==> src/rtl/sta_pkg.sv <==
// shared constants of the start and trip aggregator
package sta_pkg;
  // channel indices of the two combined outputs
  localparam int CH_START = 0;
  localparam int CH_TRIP = 1;
  localparam int NUM_CH = 2;
  // forced state selection codes
  localparam logic [1:0] FORCE_NORMAL = 2'h0;
  localparam logic [1:0] FORCE_START = 2'h1;
  localparam logic [1:0] FORCE_TRIP = 2'h2;
  // block condition codes
  localparam logic [1:0] COND_NORMAL = 2'h0;
  localparam logic [1:0] COND_START = 2'h1;
  localparam logic [1:0] COND_TRIP = 2'h2;
  // event mask field positions
  localparam int MASK_ON_BIT = 0;
  localparam int MASK_OFF_BIT = 1;
  // time stamp resolution and clock rate
  localparam int TS_RES_MS = 1;
  localparam int CLK_MHZ = 200;
  localparam int TS_RES_CYCLES = TS_RES_MS * 1000 * CLK_MHZ;
  // widths and reset values
  localparam int TIME_W = 32;
  localparam int CNT_W = 16;
  localparam int DATA_W = 32;
  localparam int CHAN_IN_W = 16;
  localparam int EXTRA_IN_W = 4;
  localparam logic [TIME_W-1:0] TIME_RST = 32'h0;
endpackage

==> src/rtl/sta_chan_if.sv <==
// link between the aggregator top and one output channel
`timescale 1ns/1ps
`default_nettype none
interface sta_chan_if #(parameter int CW = 16);
  logic lvl_nxt;
  logic [1:0] mask;
  logic clr;
  logic lvl;
  logic evt_v;
  logic evt_on;
  logic [CW-1:0] cnt;
  modport drv (output lvl_nxt, output mask, output clr,
               input lvl, input evt_v, input evt_on, input cnt);
  modport chan (input lvl_nxt, input mask, input clr,
                output lvl, output evt_v, output evt_on, output cnt);
endinterface
`default_nettype wire

==> src/rtl/sta_chan.sv <==
// one combined output: level, masked on/off event and saturating counter
`timescale 1ns/1ps
`default_nettype none
module sta_chan
  import sta_pkg::*;
#(
  parameter int CW = 16
) (
  input wire logic clk,
  input wire logic rst_n,
  sta_chan_if.chan ch
);
  typedef struct packed {
    logic lvl;
    logic evt_v;
    logic evt_on;
    logic [CW-1:0] cnt;
  } sta_chan_s;

  localparam logic [CW-1:0] CNT_MAX = '1;

  sta_chan_s st_r;
  sta_chan_s st_nxt;
  logic rise;
  logic fall;

  // edge detect, masked event and counter update
  always_comb begin
    st_nxt = st_r;
    rise = ch.lvl_nxt && !st_r.lvl;
    fall = !ch.lvl_nxt && st_r.lvl;
    st_nxt.lvl = ch.lvl_nxt;
    st_nxt.evt_on = ch.lvl_nxt;
    st_nxt.evt_v = (rise && ch.mask[MASK_ON_BIT]) || (fall && ch.mask[MASK_OFF_BIT]);
    if (rise) begin
      // a rise in the clear cycle still counts
      if (ch.clr) begin
        st_nxt.cnt = {{(CW-1){1'b0}}, 1'b1};
      end else if (st_r.cnt != CNT_MAX) begin
        st_nxt.cnt = st_r.cnt + 1'b1;
      end
    end else if (ch.clr) begin
      st_nxt.cnt = '0;
    end
  end

  // state register
  always_ff @(posedge clk or negedge rst_n) begin
    if (!rst_n) begin
      st_r <= '0;
    end else begin
      st_r <= st_nxt;
    end
  end

  assign ch.lvl = st_r.lvl;
  assign ch.evt_v = st_r.evt_v;
  assign ch.evt_on = st_r.evt_on;
  assign ch.cnt = st_r.cnt;
endmodule
`default_nettype wire

==> src/rtl/sta_top.sv <==
// start and trip aggregator with events, time stamps and counters
//
// Operation
// any enabled protection start drives the combined start, any enabled trip the trip.
// an active extra start input also drives the combined start.
// an active extra trip input also drives the combined trip.
// each change of either combined output gives an on or off event.
// each event carries a time stamp counted in one millisecond steps.
// each output has a cumulative event counter that can be cleared.
// forcing code 1 forces start, 2 forces trip, only while stage forcing is permitted.
// the condition code reads 0 normal, 1 start active, 2 trip active.
// there is no blocking input; suppression happens inside each protection function.
// a per-output mask selects whether on, off or both events are stored.
// each event carries a snapshot of process data taken at the change.
// the forcing selection is static and not touched by setting group changes.
// each counter steps by one on a rising output and saturates at its maximum.
`timescale 1ns/1ps
`default_nettype none
module sta_top
  import sta_pkg::*;
#(
  parameter int NF = CHAN_IN_W,
  parameter int NX = EXTRA_IN_W,
  parameter int CW = CNT_W,
  parameter int DW = DATA_W,
  parameter int MS_CYCLES = TS_RES_CYCLES
) (
  input wire logic MCLK,
  input wire logic RST_N,
  input wire logic [NF-1:0] PROT_START,
  input wire logic [NF-1:0] PROT_TRIP,
  input wire logic [NF-1:0] FUNC_ENABLE,
  input wire logic [NX-1:0] EXTRA_START_IN,
  input wire logic [NX-1:0] EXTRA_TRIP_IN,
  input wire logic STAGE_FORCE_EN,
  input wire logic [1:0] FORCED_STATE_SELECT,
  input wire logic [1:0] START_EVT_MASK,
  input wire logic [1:0] TRIP_EVT_MASK,
  input wire logic START_CNT_CLR,
  input wire logic TRIP_CNT_CLR,
  input wire logic [DW-1:0] PROC_DATA,
  output logic COMMON_START,
  output logic COMMON_TRIP,
  output logic [1:0] CONDITION,
  output logic [CW-1:0] START_COUNT,
  output logic [CW-1:0] TRIP_COUNT,
  output logic EVT_START_VALID,
  output logic EVT_START_ON,
  output logic EVT_TRIP_VALID,
  output logic EVT_TRIP_ON,
  output logic [TIME_W-1:0] EVT_TIME,
  output logic [DW-1:0] EVT_DATA,
  output logic [TIME_W-1:0] TIME_MS
);
  localparam int SUB_W = (MS_CYCLES > 1) ? $clog2(MS_CYCLES) : 1;
  localparam logic [SUB_W-1:0] SUB_LAST = SUB_W'(MS_CYCLES - 1);

  typedef struct packed {
    logic [SUB_W-1:0] sub;
    logic [TIME_W-1:0] ms;
    logic [TIME_W-1:0] stamp;
    logic [DW-1:0] data;
    logic [1:0] cond;
  } sta_top_s;

  sta_top_s st_r;
  sta_top_s st_nxt;
  logic agg_start;
  logic agg_trip;
  logic force_start;
  logic force_trip;
  logic start_nxt;
  logic trip_nxt;
  logic any_change;

  // one link per combined output
  sta_chan_if #(.CW(CW)) ch [NUM_CH] ();

  // per-output channel logic
  genvar gi;
  generate
    for (gi = 0; gi < NUM_CH; gi++) begin : g_chan
      sta_chan #(.CW(CW)) u_chan (
        .clk(MCLK),
        .rst_n(RST_N),
        .ch(ch[gi].chan)
      );
    end
  endgenerate

  // aggregation of protection and extra inputs, no blocking term here
  always_comb begin
    agg_start = |(PROT_START & FUNC_ENABLE);
    agg_trip = |(PROT_TRIP & FUNC_ENABLE);
    agg_start = agg_start || (|EXTRA_START_IN);
    agg_trip = agg_trip || (|EXTRA_TRIP_IN);
  end

  // forcing is read straight from its static setting; no group input feeds it
  always_comb begin
    force_start = STAGE_FORCE_EN && (FORCED_STATE_SELECT == FORCE_START);
    force_trip = STAGE_FORCE_EN && (FORCED_STATE_SELECT == FORCE_TRIP);
  end

  // next levels of the combined outputs
  always_comb begin
    if (force_start) begin
      start_nxt = 1'b1;
      trip_nxt = 1'b0;
    end else if (force_trip) begin
      start_nxt = 1'b1;
      trip_nxt = 1'b1;
    end else begin
      start_nxt = agg_start;
      trip_nxt = agg_trip;
    end
    any_change = (start_nxt != ch[CH_START].lvl) || (trip_nxt != ch[CH_TRIP].lvl);
  end

  // channel control
  assign ch[CH_START].lvl_nxt = start_nxt;
  assign ch[CH_TRIP].lvl_nxt = trip_nxt;
  assign ch[CH_START].mask = START_EVT_MASK;
  assign ch[CH_TRIP].mask = TRIP_EVT_MASK;
  assign ch[CH_START].clr = START_CNT_CLR;
  assign ch[CH_TRIP].clr = TRIP_CNT_CLR;

  // millisecond clock, event snapshot and condition code
  always_comb begin
    st_nxt = st_r;
    if (st_r.sub == SUB_LAST) begin
      st_nxt.sub = '0;
      st_nxt.ms = st_r.ms + 32'h1;
    end else begin
      st_nxt.sub = st_r.sub + 1'b1;
    end
    if (any_change) begin
      st_nxt.stamp = st_r.ms;
      st_nxt.data = PROC_DATA;
    end
    if (trip_nxt) begin
      st_nxt.cond = COND_TRIP;
    end else if (start_nxt) begin
      st_nxt.cond = COND_START;
    end else begin
      st_nxt.cond = COND_NORMAL;
    end
  end

  // state register
  always_ff @(posedge MCLK or negedge RST_N) begin
    if (!RST_N) begin
      st_r.sub <= '0;
      st_r.ms <= TIME_RST;
      st_r.stamp <= TIME_RST;
      st_r.data <= '0;
      st_r.cond <= COND_NORMAL;
    end else begin
      st_r <= st_nxt;
    end
  end

  // outputs, all from flip-flops
  assign COMMON_START = ch[CH_START].lvl;
  assign COMMON_TRIP = ch[CH_TRIP].lvl;
  assign CONDITION = st_r.cond;
  assign START_COUNT = ch[CH_START].cnt;
  assign TRIP_COUNT = ch[CH_TRIP].cnt;
  assign EVT_START_VALID = ch[CH_START].evt_v;
  assign EVT_START_ON = ch[CH_START].evt_on;
  assign EVT_TRIP_VALID = ch[CH_TRIP].evt_v;
  assign EVT_TRIP_ON = ch[CH_TRIP].evt_on;
  assign EVT_TIME = st_r.stamp;
  assign EVT_DATA = st_r.data;
  assign TIME_MS = st_r.ms;
endmodule
`default_nettype wire
==> config.mk <==
export PLATFORM = sky130hd
export DESIGN_NAME = sta_top
export DESIGN_NICKNAME = d
export VERILOG_FILES = /design/src/rtl/sta_pkg.sv /design/src/rtl/sta_chan_if.sv /design/src/rtl/sta_chan.sv /design/src/rtl/sta_top.sv
export SDC_FILE = /design/constraint.sdc
export NUM_CORES = 1
export LEC_CHECK = 0
export ABC_CLOCK_PERIOD_IN_PS = 4100
export BUFFER_PORTS_ARGS = -buffer_cell sky130_fd_sc_hd__buf_2
export CAP_MARGIN = 20
export CORE_MARGIN = 3
export CORE_UTILIZATION = 34
export DETAILED_ROUTE_END_ITERATION = 8
export SLEW_MARGIN = 25
export SYNTH_ARGS = -nofsm -noshare
export SYNTH_HDL_FRONTEND = slang
export SYNTH_HIERARCHICAL = 1
export SYNTH_SLANG_ARGS = --single-unit
export TNS_END_PERCENT = 10
==> constraint.sdc <==
create_clock -name MCLK -period 4.1 [get_ports MCLK]
set_clock_uncertainty 0.05 [all_clocks]
set_input_delay 0.615 -clock MCLK [delete_from_list [all_inputs] [get_ports MCLK]]
set_output_delay 0.615 -clock MCLK [all_outputs]
set_load 0.02 [all_outputs]
==> results_dict.tcl <==
set metrics [dict create \
    end_kind "flop" \
    clock_tree.root_cell "sky130_fd_sc_hd__clkbuf_16" \
    drt-wirelength-per-cell_um 15.35 \
    buffer_ports.inserted 234 \
    cp_slowest_cell "sky130_fd_sc_hd__nor2b_1" \
    crit_path_max_fanout 10 \
    rsz0062_at_grt "no" \
    clkSinkCount 152 \
    fp.dieW_um 159.1 \
    gr-usage-met1 0.1842 \
    drc 0 \
    clock_tree.buffer_depth 2 \
    synthCells 709 \
    synth.cell_area_sq_um 7974 \
    fin_crit_period_ps 2861 \
    drt_wl_total_mm 17.98 \
    cts-htree-levels 4 \
    cp-start-kind "primary input" \
    post_route_cells_drive_above_1_share 0.3928 \
    layout.nets 948 \
    synth_edf_count 0 \
    tritoncts "built" \
    ys.warnings.count 6 \
    io_pins 235 \
    fin_worst_hold_slack_ps 223.8 \
    detailedRoute.firstPassIterationCount 4 \
    finalHoldViolCount 0 \
    critical_path_arrival_ps 3110 \
    critPathKind "primary input to flop" \
    p_leak_nw 4.581 \
    global_route.usage.met2 0.2313 \
    grt_antenna_before_repair 0 \
    postSynthRegisterBits 152 \
    timing.slew.headroom 0.3722 \
    grt_pass1_wl_mm 28.90 \
    postCtsSetupRepairBufs 0 \
    critPathMaxStageDelay_ps 660 \
    synth-async-reset-ratio 1.000 \
    synthesis.nets 812 \
    peakVddDrop_v 0.0002179 \
    cts-buffers-inserted 17 \
    synth_cell_type_count 54 \
    hold_buffers 0 \
    grt_start_max_net_pins 104 \
    drt_first_iter_violations 241 \
    drt.antenna.violating_nets 0 \
    power_per_cell_area_nw_per_um2 383.5 \
    post-route-period-util 0.6979 \
    worst_pin_slew_ps 936.6 \
    global_route.peak_usage_layer "met2" \
    fin_tns_setup_ps 0 \
    effective_utilization_at_floorplan 0.3490 \
    max_freq_ghz 0.3495 \
    vias_in_the_first_global_route 5435 \
    dieArea_sq_um 25330 \
    core.rowCount 55 \
    grt_overflow_total 0 \
    worst_setup_hold_path_clk_slew_ps 70 \
    ys_seq_area_frac 0.4770 \
    mostFrequentLayoutCells "sky130_fd_sc_hd__buf_2 (233), sky130_fd_sc_hd__dfrtp_1 (152), sky130_fd_sc_hd__mux2_1 (42), sky130_fd_sc_hd__nor2_1 (41), sky130_fd_sc_hd__nand2_1 (36)" \
    crit_required_ps 4350 \
    gp_congestion 0.8281 \
    timing_max_transition_violations_final 0 \
    insertedDiodeCount 0 \
    synthToLayoutAreaGrowth_pct 16.32 \
    core_sq_um 22850 \
    groute.usage.overall 0.1399 \
    finalSetupViolCount 0 \
    globalRouteMet3Util 0.03876 \
    p_total_w 0.003557 \
    final_common_cell "sky130_fd_sc_hd__buf_2" \
    number_of_vias_in_the_routed_layout 5607 \
    outcome "finished, final reports clean" \
    fillCellCount 2300 \
    timing.hold.worst.class "primary input to async pin" \
    cap_violations 0 \
    syn_avg_cell_area_sq_um 11.25 \
    post_cts_resized 0 \
    detail_route.vias_per_cell 4.788 \
    synth_top_flop_cell "sky130_fd_sc_hd__dfrtp_1" \
    critical_path.cell_chain "buf_2, a22o_1, a221oi_1, and3_1, a21oi_1, nor2b_1, nand4_1, a21oi_2, mux2_4" \
    dp_hpwl_mm 12.89 \
    clk_latency_ps 420 \
    die-height_um 159.1 \
]
-- layer usage --
| layer | vias up | routed length (um) |
|---|---|---|
| met5 | - | 0 |
| met4 | 0 | 106 |
| met3 | 5 | 1332 |
| met2 | 223 | 8511 |
| met1 | 2698 | 8025 |
| li1 | 2681 | - |
-- registers in the layout, indices dropped and copies added, names as in the netlist --
register and count:
g_chan.u_chan/ch.cnt 32, TIME_MS 32, st_r 18, CONDITION 2, EVT_DATA 32, g_chan.u_chan/ch.evt_v 2, g_chan.u_chan/ch.evt_on 2, EVT_TIME 32
-- critical path, delay by kind of cell --
kind	cells	cell delay, ps
AND/OR/NAND/NOR	3	1090
buffers and inverters	1	100
AO/OA/AOI/OAI	4	1000
multiplexers	1	310
-- path summary, 6_finish.rpt --
kind	startpoint	to	slack, ps	cells after the start
setup / recovery	FUNC_ENABLE[11]	g_chan[1].u_chan/ch.cnt[9]$_DFFE_PN0P_	1240	9
hold / removal	RST_N	EVT_DATA[18]$_DFFE_PN0P_	220	1
setup reg to reg	st_r[107]$_DFF_PN0_	TIME_MS[22]$_DFFE_PN0N_	1370	6
hold reg to reg	st_r[102]$_DFF_PN0_	st_r[102]$_DFF_PN0_	430	1
max in group asynchronous	RST_N	EVT_TIME[5]$_DFFE_PN0P_	2940	2
min in group MCLK	START_EVT_MASK[0]	g_chan[0].u_chan/ch.evt_v$_DFF_PN0_	350	3
-- per-stage QoR --
| stage | setup slack [ps] | cells | cell area [sq um] | utilization |
|---|---|---|---|---|
| after floorplan | 1499 | 709 | 7974 | - |
| after global placement | 896.6 | 1139 | 8671 | 0.3795 |
| after detailed placement | 811.3 | 1139 | 8671 | 0.3795 |
| after CTS | 1247 | 1171 | 9273 | 0.4059 |
| after global routing | 1109 | 1171 | 9275 | 0.4060 |
| final | 1239 | 1171 | 9275 | 0.4060 |
-- Yosys cell counts, types with 6 or more instances --
cell | count | share of area
sky130_fd_sc_hd__nor2_1 | 41 | 0.019
sky130_fd_sc_hd__nand3_1 | 28 | 0.018
sky130_fd_sc_hd__nand4_1 | 20 | 0.016
sky130_fd_sc_hd__mux2_2 | 23 | 0.032
sky130_fd_sc_hd__o21ai_0 | 12 | 0.0075
sky130_fd_sc_hd__xnor2_1 | 29 | 0.032
sky130_fd_sc_hd__mux2i_1 | 6 | 0.0075
sky130_fd_sc_hd__or3_1 | 7 | 0.0055
sky130_fd_sc_hd__mux2_4 | 12 | 0.023
sky130_fd_sc_hd__dfrtp_1 | 152 | 0.48
sky130_fd_sc_hd__nor3_1 | 13 | 0.0082
sky130_fd_sc_hd__nand2_1 | 36 | 0.017
sky130_fd_sc_hd__buf_2 | 6 | 0.0038
sky130_fd_sc_hd__nor4_1 | 9 | 0.0071
sky130_fd_sc_hd__and3_1 | 11 | 0.0086
sky130_fd_sc_hd__a22oi_1 | 10 | 0.0094
sky130_fd_sc_hd__nand2b_1 | 6 | 0.0047
sky130_fd_sc_hd__mux2_1 | 42 | 0.059
sky130_fd_sc_hd__nor2b_1 | 15 | 0.012
sky130_fd_sc_hd__buf_4 | 100 | 0.094
sky130_fd_sc_hd__buf_6 | 8 | 0.011
sky130_fd_sc_hd__inv_1 | 10 | 0.0047
sky130_fd_sc_hd__a21oi_1 | 15 | 0.0094
sky130_fd_sc_hd__xor2_1 | 19 | 0.021
sky130_fd_sc_hd__a21oi_2 | 12 | 0.013
-- cell type report --
type | count | area (sq um) | share of cell area
Clock buffer | 17 | 425.4 | 0.04587
Inverter | 10 | 37.54 | 0.004047
Multi-Input combinational cell | 428 | 3233 | 0.3486
Sequential cell | 152 | 3804 | 0.4101
Tap cell | 313 | 391.6 | 0.04222
Clock inverter | 15 | 176.4 | 0.01902
Timing Repair Buffer | 236 | 1207 | 0.1302
-- logic make-up (layout without fill, tap and decap cells) --
family | after synthesis | count (layout) | share of synthesized area
and+or+nand+nor | 224 | 224 | 0.1652
DFF | 152 | 152 | 0.4770
adders and majority gates | 4 | 4 | 0.006277
buffers and inverters | 129 | 278 | 0.1175
xor gates and xnor gates | 48 | 48 | 0.05272
muxes | 83 | 83 | 0.1219
AOI/OAI and AO/OA | 69 | 69 | 0.05931
-- report_power, final --
part           leakage (nW)  internal [W]  switching (W)
Sequential             2.02       0.00157      0.0000316
Clock                 0.288      0.000829       0.000746
Combinational          2.27      0.000155       0.000228
Total                  4.58       0.00255        0.00101
Power figures use the tool's default switching activity.
